$ cat src/rtl/ugc_regs.svh
`ifndef UGC_REGS_SVH
`define UGC_REGS_SVH

// ==========================================================
// Clock and time base
`define UGC_ACLK_MHZ        100
`define UGC_TB_1MHZ         1
`define UGC_TB_5MHZ         5
`define UGC_TB_10MHZ        10
`define UGC_TB_SEL_1MHZ     2'h0
`define UGC_TB_SEL_5MHZ     2'h1
`define UGC_TB_SEL_10MHZ    2'h2

// ==========================================================
// Register offsets
`define UGC_OFS_CTRL        8'h00
`define UGC_OFS_CMD         8'h04
`define UGC_OFS_STATUS      8'h08
`define UGC_OFS_RESULT      8'h0c

// ==========================================================
// Field positions
`define UGC_CTRL_MODE_LSB   0
`define UGC_CTRL_GEXP_LSB   4
`define UGC_CTRL_AEXP_LSB   8
`define UGC_CTRL_TBSEL_LSB  12
`define UGC_CMD_START_BIT   0
`define UGC_CMD_ABORT_BIT   1
`define UGC_STAT_BUSY_BIT   0
`define UGC_STAT_DONE_BIT   1
`define UGC_STAT_GATE_BIT   2
`define UGC_STAT_OVF_BIT    3

// ==========================================================
// Reset values and responses
`define UGC_CTRL_RESET      32'h0000_2060
`define UGC_RESP_OKAY       2'h0
`define UGC_RESP_SLVERR     2'h2

`endif

$ cat src/rtl/ugc_pkg.sv
package ugc_pkg;

	// ==========================================================
	// Measurement modes, as held in the mode field
	typedef enum logic [2:0] {
		M_FREQ,
		M_PERIOD,
		M_RATIO,
		M_TINT,
		M_SCALE
	} ugc_mode_type;

	// ==========================================================
	// Measurement sequence
	typedef enum logic [1:0] {
		ST_IDLE,
		ST_ARM,
		ST_OPEN
	} ugc_state_type;

endpackage

$ cat src/rtl/ugc_evt_if.sv
`timescale 1ns/1ps
interface ugc_evt_if;
	logic pulse;
	logic armed;
	modport src (output pulse, output armed);
	modport snk (input pulse, input armed);
endinterface

$ cat src/rtl/ugc_counter.sv
`timescale 1ns/1ps
`include "ugc_regs.svh"
module ugc_counter import ugc_pkg::*; #(
	parameter int NDIG   = 8,
	parameter int DIVW   = 24,
	parameter int ADDR_W = 8
) (
	// Clock and reset
	input  wire logic              aclk,
	input  wire logic              aresetn,
	// AXI4-Lite write
	input  wire logic [ADDR_W-1:0] s_axi_awaddr,
	input  wire logic              s_axi_awvalid,
	output logic                   s_axi_awready,
	input  wire logic [31:0]       s_axi_wdata,
	input  wire logic [3:0]        s_axi_wstrb,
	input  wire logic              s_axi_wvalid,
	output logic                   s_axi_wready,
	output logic [1:0]             s_axi_bresp,
	output logic                   s_axi_bvalid,
	input  wire logic              s_axi_bready,
	// AXI4-Lite read
	input  wire logic [ADDR_W-1:0] s_axi_araddr,
	input  wire logic              s_axi_arvalid,
	output logic                   s_axi_arready,
	output logic [31:0]            s_axi_rdata,
	output logic [1:0]             s_axi_rresp,
	output logic                   s_axi_rvalid,
	input  wire logic              s_axi_rready,
	// Comparator and event pins
	input  wire logic              a_above_hi,
	input  wire logic              a_below_lo,
	input  wire logic              b_above_hi,
	input  wire logic              b_below_lo,
	input  wire logic              start_in,
	input  wire logic              stop_in,
	// Outputs
	output logic                   gate_open,
	output logic                   scale_out
);

	// ==========================================================
	// Helpers
	function automatic logic [DIVW-1:0] pow10(input logic [2:0] e);
		logic [DIVW-1:0] p;
		p = DIVW'(1);
		for (int i = 0; i < 7; i++) begin
			if (i < int'(e)) begin
				p = p * DIVW'(10);
			end
		end
		return p;
	endfunction

	function automatic logic [NDIG*4:0] bcd_inc(input logic [NDIG*4-1:0] v);
		logic [NDIG*4-1:0] r;
		logic              c;
		r = v;
		c = 1'b1;
		for (int i = 0; i < NDIG; i++) begin
			if (c) begin
				if (r[i*4 +: 4] == 4'h9) begin
					r[i*4 +: 4] = 4'h0;
				end else begin
					r[i*4 +: 4] = r[i*4 +: 4] + 4'h1;
					c = 1'b0;
				end
			end
		end
		return {c, r};
	endfunction

	// ==========================================================
	// Conditioned inputs
	ugc_evt_if ev_a ();
	ugc_evt_if ev_b ();
	ugc_evt_if ev_start ();
	ugc_evt_if ev_stop ();

	ugc_event_detect u_det_a (.aclk(aclk), .aresetn(aresetn),
		.above_hi(a_above_hi), .below_lo(a_below_lo), .evt(ev_a));
	ugc_event_detect u_det_b (.aclk(aclk), .aresetn(aresetn),
		.above_hi(b_above_hi), .below_lo(b_below_lo), .evt(ev_b));
	// Edge inputs reuse the detector: one pulse per rising edge
	ugc_event_detect u_det_start (.aclk(aclk), .aresetn(aresetn),
		.above_hi(start_in), .below_lo(!start_in), .evt(ev_start));
	ugc_event_detect u_det_stop (.aclk(aclk), .aresetn(aresetn),
		.above_hi(stop_in), .below_lo(!stop_in), .evt(ev_stop));

	// ==========================================================
	// Register bus state
	logic [ADDR_W-1:0] aw_q, aw_d;
	logic              awv_q, awv_d, wv_q, wv_d;
	logic [31:0]       wd_q, wd_d;
	logic [3:0]        ws_q, ws_d;
	logic              awready_q, awready_d, wready_q, wready_d;
	logic              bvalid_q, bvalid_d, arready_q, arready_d;
	logic              rvalid_q, rvalid_d;
	logic [1:0]        bresp_q, bresp_d, rresp_q, rresp_d;
	logic [31:0]       rdata_q, rdata_d, ctrl_q, ctrl_d;
	logic              start_q, start_d, abort_q, abort_d;
	logic              dclr_q, dclr_d;

	// Measurement state
	ugc_state_type     state_q, state_d;
	logic              gate_q, gate_d, done_q, done_d, ovf_q, ovf_d;
	logic              scale_q, scale_d;
	logic [6:0]        tb_cnt_q, tb_cnt_d;
	logic [3:0]        us_cnt_q, us_cnt_d;
	logic [DIVW-1:0]   dv_cnt_q, dv_cnt_d, ad_cnt_q, ad_cnt_d;
	logic [NDIG*4-1:0] digits_q, digits_d, result_q, result_d;

	logic [2:0]        mode_f, gexp_f, aexp_f;
	logic [1:0]        tbsel_f;
	logic [6:0]        tb_lim;
	logic [3:0]        us_lim;
	logic              tb_tick, us_tick, dv_pulse, ad_pulse;
	logic              open_ev, close_ev, cnt_ev;
	logic [NDIG*4:0]   inc;

	assign mode_f  = ctrl_q[`UGC_CTRL_MODE_LSB +: 3];
	assign gexp_f  = ctrl_q[`UGC_CTRL_GEXP_LSB +: 3];
	assign aexp_f  = ctrl_q[`UGC_CTRL_AEXP_LSB +: 3];
	assign tbsel_f = ctrl_q[`UGC_CTRL_TBSEL_LSB +: 2];

	// ==========================================================
	// AXI4-Lite slave
	always_comb begin
		aw_d = aw_q;
		awv_d = awv_q;
		wd_d = wd_q;
		ws_d = ws_q;
		wv_d = wv_q;
		bvalid_d = bvalid_q;
		bresp_d = bresp_q;
		rvalid_d = rvalid_q;
		rresp_d = rresp_q;
		rdata_d = rdata_q;
		ctrl_d = ctrl_q;
		start_d = 1'b0;
		abort_d = 1'b0;
		dclr_d = 1'b0;
		if (s_axi_awvalid && awready_q) begin
			aw_d = s_axi_awaddr;
			awv_d = 1'b1;
		end
		if (s_axi_wvalid && wready_q) begin
			wd_d = s_axi_wdata;
			ws_d = s_axi_wstrb;
			wv_d = 1'b1;
		end
		if (bvalid_q && s_axi_bready) begin
			bvalid_d = 1'b0;
		end
		if (awv_q && wv_q && !bvalid_q) begin
			awv_d = 1'b0;
			wv_d = 1'b0;
			bvalid_d = 1'b1;
			bresp_d = `UGC_RESP_OKAY;
			unique case (aw_q)
				`UGC_OFS_CTRL: begin
					for (int i = 0; i < 4; i++) begin
						if (ws_q[i]) begin
							ctrl_d[i*8 +: 8] = wd_q[i*8 +: 8];
						end
					end
				end
				`UGC_OFS_CMD: begin
					start_d = ws_q[0] && wd_q[`UGC_CMD_START_BIT];
					abort_d = ws_q[0] && wd_q[`UGC_CMD_ABORT_BIT];
				end
				`UGC_OFS_STATUS: begin
					dclr_d = ws_q[0] && wd_q[`UGC_STAT_DONE_BIT];
				end
				`UGC_OFS_RESULT: ;
				default: bresp_d = `UGC_RESP_SLVERR;
			endcase
		end
		awready_d = !awv_d && !bvalid_d;
		wready_d = !wv_d && !bvalid_d;
		if (rvalid_q && s_axi_rready) begin
			rvalid_d = 1'b0;
		end
		if (s_axi_arvalid && arready_q) begin
			rvalid_d = 1'b1;
			rresp_d = `UGC_RESP_OKAY;
			rdata_d = 32'h0;
			unique case (s_axi_araddr)
				`UGC_OFS_CTRL:   rdata_d = ctrl_q;
				`UGC_OFS_CMD:    rdata_d = 32'h0;
				`UGC_OFS_STATUS: rdata_d = {28'h0, ovf_q, gate_q,
					done_q, state_q != ST_IDLE};
				`UGC_OFS_RESULT: rdata_d = 32'(result_q);
				default:         rresp_d = `UGC_RESP_SLVERR;
			endcase
		end
		arready_d = !rvalid_d;
	end

	always_ff @(posedge aclk) begin
		if (!aresetn) begin
			aw_q <= '0;
			awv_q <= 1'b0;
			wd_q <= 32'h0;
			ws_q <= 4'h0;
			wv_q <= 1'b0;
			awready_q <= 1'b0;
			wready_q <= 1'b0;
			bvalid_q <= 1'b0;
			bresp_q <= 2'h0;
			arready_q <= 1'b0;
			rvalid_q <= 1'b0;
			rresp_q <= 2'h0;
			rdata_q <= 32'h0;
			ctrl_q <= `UGC_CTRL_RESET;
			start_q <= 1'b0;
			abort_q <= 1'b0;
			dclr_q <= 1'b0;
		end else begin
			aw_q <= aw_d;
			awv_q <= awv_d;
			wd_q <= wd_d;
			ws_q <= ws_d;
			wv_q <= wv_d;
			awready_q <= awready_d;
			wready_q <= wready_d;
			bvalid_q <= bvalid_d;
			bresp_q <= bresp_d;
			arready_q <= arready_d;
			rvalid_q <= rvalid_d;
			rresp_q <= rresp_d;
			rdata_q <= rdata_d;
			ctrl_q <= ctrl_d;
			start_q <= start_d;
			abort_q <= abort_d;
			dclr_q <= dclr_d;
		end
	end

	// ==========================================================
	// Time base, decade dividers and gate sequence
	always_comb begin
		unique case (tbsel_f)
			`UGC_TB_SEL_1MHZ: begin
				tb_lim = 7'(`UGC_ACLK_MHZ / `UGC_TB_1MHZ);
				us_lim = 4'(`UGC_TB_1MHZ);
			end
			`UGC_TB_SEL_5MHZ: begin
				tb_lim = 7'(`UGC_ACLK_MHZ / `UGC_TB_5MHZ);
				us_lim = 4'(`UGC_TB_5MHZ);
			end
			default: begin
				tb_lim = 7'(`UGC_ACLK_MHZ / `UGC_TB_10MHZ);
				us_lim = 4'(`UGC_TB_10MHZ);
			end
		endcase
		tb_tick = tb_cnt_q >= tb_lim - 7'h01;
		// Normalise to a 1 us tick so gate length ignores the rate
		us_tick = tb_tick && us_cnt_q >= us_lim - 4'h1;
		dv_pulse = us_tick && dv_cnt_q >= pow10(gexp_f) - DIVW'(1);
		ad_pulse = ev_a.pulse
			&& ad_cnt_q >= pow10(aexp_f) - DIVW'(1);
		tb_cnt_d = tb_tick ? 7'h00 : tb_cnt_q + 7'h01;
		us_cnt_d = us_cnt_q;
		if (tb_tick) begin
			us_cnt_d = us_tick ? 4'h0 : us_cnt_q + 4'h1;
		end
		dv_cnt_d = dv_cnt_q;
		if (us_tick) begin
			dv_cnt_d = dv_pulse ? DIVW'(0) : dv_cnt_q + DIVW'(1);
		end
		ad_cnt_d = ad_cnt_q;
		if (ev_a.pulse) begin
			ad_cnt_d = ad_pulse ? DIVW'(0) : ad_cnt_q + DIVW'(1);
		end
		// A new setting restarts both dividers, so a shorter gate never
		// meets a count already past its end; rewriting it mid-gate
		// therefore stretches that gate
		if (ctrl_d != ctrl_q) begin
			dv_cnt_d = DIVW'(0);
			ad_cnt_d = DIVW'(0);
		end
		open_ev = 1'b0;
		close_ev = 1'b0;
		cnt_ev = 1'b0;
		unique case (mode_f)
			M_FREQ: begin
				open_ev = dv_pulse;
				close_ev = dv_pulse;
				cnt_ev = ev_a.pulse;
			end
			M_PERIOD: begin
				open_ev = ad_pulse;
				close_ev = ad_pulse;
				cnt_ev = dv_pulse;
			end
			M_RATIO: begin
				open_ev = ad_pulse;
				close_ev = ad_pulse;
				cnt_ev = ev_b.pulse;
			end
			M_TINT: begin
				open_ev = ev_start.pulse;
				close_ev = ev_stop.pulse;
				cnt_ev = dv_pulse;
			end
			default: ;
		endcase
		scale_d = (mode_f == M_SCALE) && ad_pulse;
		state_d = state_q;
		gate_d = gate_q;
		digits_d = digits_q;
		result_d = result_q;
		ovf_d = ovf_q;
		done_d = done_q && !dclr_q;
		inc = bcd_inc(digits_q);
		// Events in the closing cycle still count; the opening one not
		if (gate_q && cnt_ev) begin
			digits_d = inc[NDIG*4-1:0];
			ovf_d = ovf_q || inc[NDIG*4];
		end
		unique case (state_q)
			ST_IDLE: begin
				if (start_q && mode_f != M_SCALE) begin
					digits_d = '0;
					ovf_d = 1'b0;
					done_d = 1'b0;
					state_d = ST_ARM;
				end
			end
			ST_ARM: begin
				if (open_ev) begin
					gate_d = 1'b1;
					state_d = ST_OPEN;
				end
			end
			ST_OPEN: begin
				if (close_ev) begin
					gate_d = 1'b0;
					result_d = digits_d;
					done_d = 1'b1;
					state_d = ST_IDLE;
				end
			end
		endcase
		if (abort_q) begin
			// An abort that meets the close leaves the old result
			gate_d = 1'b0;
			result_d = result_q;
			done_d = done_q && !dclr_q;
			state_d = ST_IDLE;
		end
	end

	always_ff @(posedge aclk) begin
		if (!aresetn) begin
			state_q <= ST_IDLE;
			gate_q <= 1'b0;
			done_q <= 1'b0;
			ovf_q <= 1'b0;
			scale_q <= 1'b0;
			tb_cnt_q <= 7'h00;
			us_cnt_q <= 4'h0;
			dv_cnt_q <= '0;
			ad_cnt_q <= '0;
			digits_q <= '0;
			result_q <= '0;
		end else begin
			state_q <= state_d;
			gate_q <= gate_d;
			done_q <= done_d;
			ovf_q <= ovf_d;
			scale_q <= scale_d;
			tb_cnt_q <= tb_cnt_d;
			us_cnt_q <= us_cnt_d;
			dv_cnt_q <= dv_cnt_d;
			ad_cnt_q <= ad_cnt_d;
			digits_q <= digits_d;
			result_q <= result_d;
		end
	end

	assign s_axi_awready = awready_q;
	assign s_axi_wready  = wready_q;
	assign s_axi_bvalid  = bvalid_q;
	assign s_axi_bresp   = bresp_q;
	assign s_axi_arready = arready_q;
	assign s_axi_rvalid  = rvalid_q;
	assign s_axi_rresp   = rresp_q;
	assign s_axi_rdata   = rdata_q;
	assign gate_open     = gate_q;
	assign scale_out     = scale_q;
endmodule

$ cat src/rtl/ugc_event_detect.sv
`timescale 1ns/1ps
module ugc_event_detect (
	// Clock and reset
	input  wire logic aclk,
	input  wire logic aresetn,
	// Threshold comparator levels from the pins
	input  wire logic above_hi,
	input  wire logic below_lo,
	// Conditioned events
	ugc_evt_if.src    evt
);

	logic hi_meta_q, hi_s_q, lo_meta_q, lo_s_q;
	logic armed_q, armed_d;
	logic pulse_q, pulse_d;

	// ==========================================================
	// Hysteresis: arm on the low crossing, fire on the high one
	always_comb begin
		armed_d = armed_q;
		pulse_d = 1'b0;
		if (lo_s_q) begin
			armed_d = 1'b1;
		end else if (hi_s_q) begin
			pulse_d = armed_q;
			armed_d = 1'b0;
		end
	end

	always_ff @(posedge aclk) begin
		if (!aresetn) begin
			hi_meta_q <= 1'b0;
			hi_s_q    <= 1'b0;
			lo_meta_q <= 1'b0;
			lo_s_q    <= 1'b0;
			armed_q   <= 1'b0;
			pulse_q   <= 1'b0;
		end else begin
			hi_meta_q <= above_hi;
			hi_s_q    <= hi_meta_q;
			lo_meta_q <= below_lo;
			lo_s_q    <= lo_meta_q;
			armed_q   <= armed_d;
			pulse_q   <= pulse_d;
		end
	end

	assign evt.pulse = pulse_q;
	assign evt.armed = armed_q;
endmodule

$ cat config.mk
export PLATFORM = sky130hd
export DESIGN_NAME = ugc_counter
export DESIGN_NICKNAME = d
export VERILOG_FILES = /design/src/rtl/ugc_pkg.sv /design/src/rtl/ugc_evt_if.sv /design/src/rtl/ugc_counter.sv /design/src/rtl/ugc_event_detect.sv
export VERILOG_INCLUDE_DIRS = /design/src /design/src/rtl
export SDC_FILE = /design/constraint.sdc
export NUM_CORES = 1
export LEC_CHECK = 0
export BUFFER_PORTS_ARGS = -buffer_cell sky130_fd_sc_hd__buf_2
export CORE_AREA = 2 2 235 213
export CTS_BUF_LIST = sky130_fd_sc_hd__clkbuf_4
export DETAILED_ROUTE_END_ITERATION = 10
export DIE_AREA = 0 0 237 215
export PLACE_DENSITY = 0.68
export RECOVER_POWER = 50
export SETUP_SLACK_MARGIN = 0.4
export SYNTH_ARGS = -nofsm -noshare
export SYNTH_HDL_FRONTEND = slang
export SYNTH_SLANG_ARGS = --single-unit
$ cat constraint.sdc
create_clock -name aclk -period 28.1 [get_ports aclk]
set_input_delay 1.405 -clock aclk [delete_from_list [all_inputs] [get_ports aclk]]
set_output_delay 1.405 -clock aclk [all_outputs]
set_load 0.005 [all_outputs]
==> key figures <==
CTS
  – H-tree levels: 3
  – # Post-CTS Setup Buffers: 0
  – CTS sink cnt: 273
  – Clock slew at reported path FFs: 60 ps
  – Clk_lat worst skew: 760 ps
  – Resize count post-CTS: 0
  – CTS root buffer: clkbuf_4
  – CTS tree: built
  – Inserted Clock Buffers: 73
  – Maximum buffer depth of the clock tree: 3
  – Post-CTS Hold Buffers: 0

Status
  – Status: finished, violations left
  – Failing checks: max-capacitance violations, max-slew violations

Setup path
  – Reg-to-Reg End: result_q[23]$_SDFFE_PN0P_
  – Worst R2R Path Depth: 48
  – Kind of end point of the critical path: flip-flop
  – WP buf/inv: 2
  – Worst EP arrival: 12480 ps
  – Slowest CP cell: dfxtp_1
  – Worst-path fanout max: 63
  – R2R Setup Slk: 16030 ps
  – Worst flop-to-flop path startpoint: ctrl_q[10]$_SDFF_PN0_
  – CP Launch Type: flip-flop
  – Critical path class: reg2reg
  – CP most frequent cell: ha_1
  – Data required, critical path: 28510 ps
  – Largest stage delay, worst path: 730 ps
  – CP top delay family: compound AO/OA/AOI/OAI gates

Layout
  – Layout cells sized above 1: 9.77%
  – Design area: 21100 um2
  – Layout area overhead: 9.99%
  – Fill count: 4845
  – Commonest non-fill, non-tap cell in the layout: nor2_1
  – Commonest non-fill, non-tap cells in the layout: nor2_1, nand2_1, dfxtp_1
  – Fin nets: 2879
  – Final non-filler cell total: 3224

Die
  – Die Span X: 237 um
  – Full die area: 51000 um2
  – Core area: 48700 um2
  – I/O pin count: 108
  – Initial Utilization: 39.5%
  – Die height: 215 um
  – # rows: 77

Min path
  – Hold Path Origin: u_det_start.lo_s_q$_SDFF_PN0_
  – Worst Hold Path Cells: 1
  – Type of the worst min-delay path: reg2reg
  – Hold endpoint: u_det_start.evt.pulse$_SDFF_PP0_

Place
  – Dpl ws: 16370 ps
  – Post-DP Area: 20300 um2
  – GP Congestion: 0.912
  – Detail Placement HPWL: 36.9 mm
  – Placed Instances: 3104
  – Port buffer count: 105

STA
  – Fin. Hold Viols: 0
  – Tcrit/Tclk final: 42.9%
  – RSZ-0062 raised after global routing: false
  – Slew @ Worst Pin: 4810 ps
  – Period minus WS final: 12070 ps
  – Final setup viols: 0
  – Final WS setup: 16030 ps
  – Final Skew: 52.4 ps
  – Final Slew Violations: 153
  – Total negative slack: 0 ps
  – Hold WS: 422 ps
  – Slew HR: -221%
  – Fmax: 0.0829 GHz

Routing
  – Antenna Nets Post-Route: 0
  – Metal2 WL: 22.6 mm
  – Routed via count: 17500
  – DR pass1 iterations: 5
  – WL met3: 2.33 mm
  – Iteration-0 DRC Markers: 1079
  – Routed length per instance: 15.3 um
  – Via density: 5.42
  – Metal1 wirelength: 23.3 mm
  – Final Routed Wirelength: 49.2 mm
  – Top routing layer used: met4
  – Drt drc: 0

Synthesis
  – FF+latch count, synth: 273
  – Post-Syn Instances: 2439
  – Mapped Area: 19200 um2
  – EDFF count, synth: 0
  – Main flop type after synthesis: dfxtp_1
  – Post-synthesis sequential area ratio: 28.4%
  – Distinct cells, synth: 80
  – Yosys warns: 0
  – Ys async rst share: 0%
  – Syn Area/Cell: 7.88 um2

Job
  – Max cap viols: 2

Power and ir drop
  – PD cells: 39.9 nW/um2
  – Peak supply drop: 0.0397 mV
  – Pleak: 9.31 nW

Global route
  – First-pass GRT wire length: 82.4 mm
  – Gr ovfl total: 0
  – Pin count of the biggest net entering global routing: 110
  – Antenna violations before repair: 2
  – Number of global-route vias before repair: 17400
  – All-Layer GR Usage: 19.1%
worst reg2reg max path, delay by kind of cell (launching register included):
family                   cells  cell delay, ps
adder cells (fa/ha/maj)      9            2880
flip-flops                   1             730
XOR/XNOR                     5            1070
AO/OA/AOI/OAI               21            4730
buffers and inverters        2             680
AND/OR/NAND/NOR             10            1360
multiplexers                 1             250
synthesized netlist by cell type (40+ instances only):
master    instances  area share, %
clkbuf_1         81            1.6
xnor2_1          77            3.5
nor2_1          328            6.4
o21ai_0          83            2.2
nand2_1         298            5.8
nand3_1          81            2.1
a211oi_1         40            1.6
inv_1            82            1.6
a21oi_1         228            5.9
dfxtp_1         273             28
xor2_1          105            4.8
ha_1            261             17
final cells by class:
| type | instances | area (um2) | share of cell area (%) |
|---|---|---|---|
| Clock buffer | 99 | 743 | 3.51 |
| Multi-Input combinational cell | 1992 | 13100 | 62.0 |
| Timing Repair Buffer | 123 | 626 | 2.96 |
| Inverter | 84 | 317 | 1.50 |
| Antenna cell | 3 | 7.51 | 0.0355 |
| Tap cell | 632 | 791 | 3.74 |
| Clock inverter | 18 | 93.8 | 0.444 |
| Sequential cell | 273 | 5470 | 25.8 |
stage by stage:
stage               total power, mW  util (%)
finish                        0.843      43.5
global route                  0.892      43.5
CTS                           0.854      43.5
detailed placement            0.525      41.8
global placement              0.520      41.8
floorplan                     0.495         -
state kept, by name, indices dropped and copies added (netlist names), 2 cells and up:
name         count
ctrl_q          32
digits_q        32
result_q        32
s_axi_rdata     32
wd_q            32
ad_cnt_q        24
dv_cnt_q        24
aw_q             8
tb_cnt_q         7
us_cnt_q         4
ws_q             4
state_q          2
how the worst max path moves through the flow:
stage / start / endpoint / slack, ps / cells past startpoint
floorplan: ctrl_q[8]$_SDFF_PN0_ / result_q[10]$_SDFFE_PN0P_ / 17880 / 50
global placement: ctrl_q[10]$_SDFF_PN0_ / result_q[23]$_SDFFE_PN0P_ / 16720 / 48
detailed placement: ctrl_q[10]$_SDFF_PN0_ / result_q[20]$_SDFFE_PN0P_ / 16370 / 48
CTS: ctrl_q[10]$_SDFF_PN0_ / result_q[20]$_SDFFE_PN0P_ / 16260 / 48
global route: ctrl_q[10]$_SDFF_PN0_ / result_q[21]$_SDFFE_PN0P_ / 15120 / 48
finish: ctrl_q[10]$_SDFF_PN0_ / result_q[23]$_SDFFE_PN0P_ / 16030 / 48
kinds of logic (layout without fill, tap and decap cells):
| group | Yosys count | count (layout) | synth area share (%) |
|---|---|---|---|
| buffers and inverters | 187 | 324 | 3.75 |
| AO/OA/AOI/OAI | 561 | 561 | 18.3 |
| multiplexers | 30 | 30 | 1.64 |
| XOR/XNOR | 182 | 182 | 8.29 |
| adder cells (fa/ha/maj) | 267 | 267 | 17.6 |
| AND/OR/NAND/NOR | 937 | 937 | 21.9 |
| flip-flops | 273 | 273 | 28.4 |
| other | 2 | 18 | 0.0391 |
power by group:
group          internal (mW)  total, mW  switching [mW]
registers              0.394      0.400         0.00626
logic                 0.0492      0.118          0.0685
clock network          0.163      0.326           0.163
total                  0.606      0.843           0.237
metal layers:
metal | vias up | global-route usage, %
li1 | 8777 | -
met1 | 8220 | 25.1
met2 | 419 | 32.0
met3 | 71 | 3.13
met4 | 0 | 6.37
met5 | - | 0
Power figures use the tool's default switching activity.
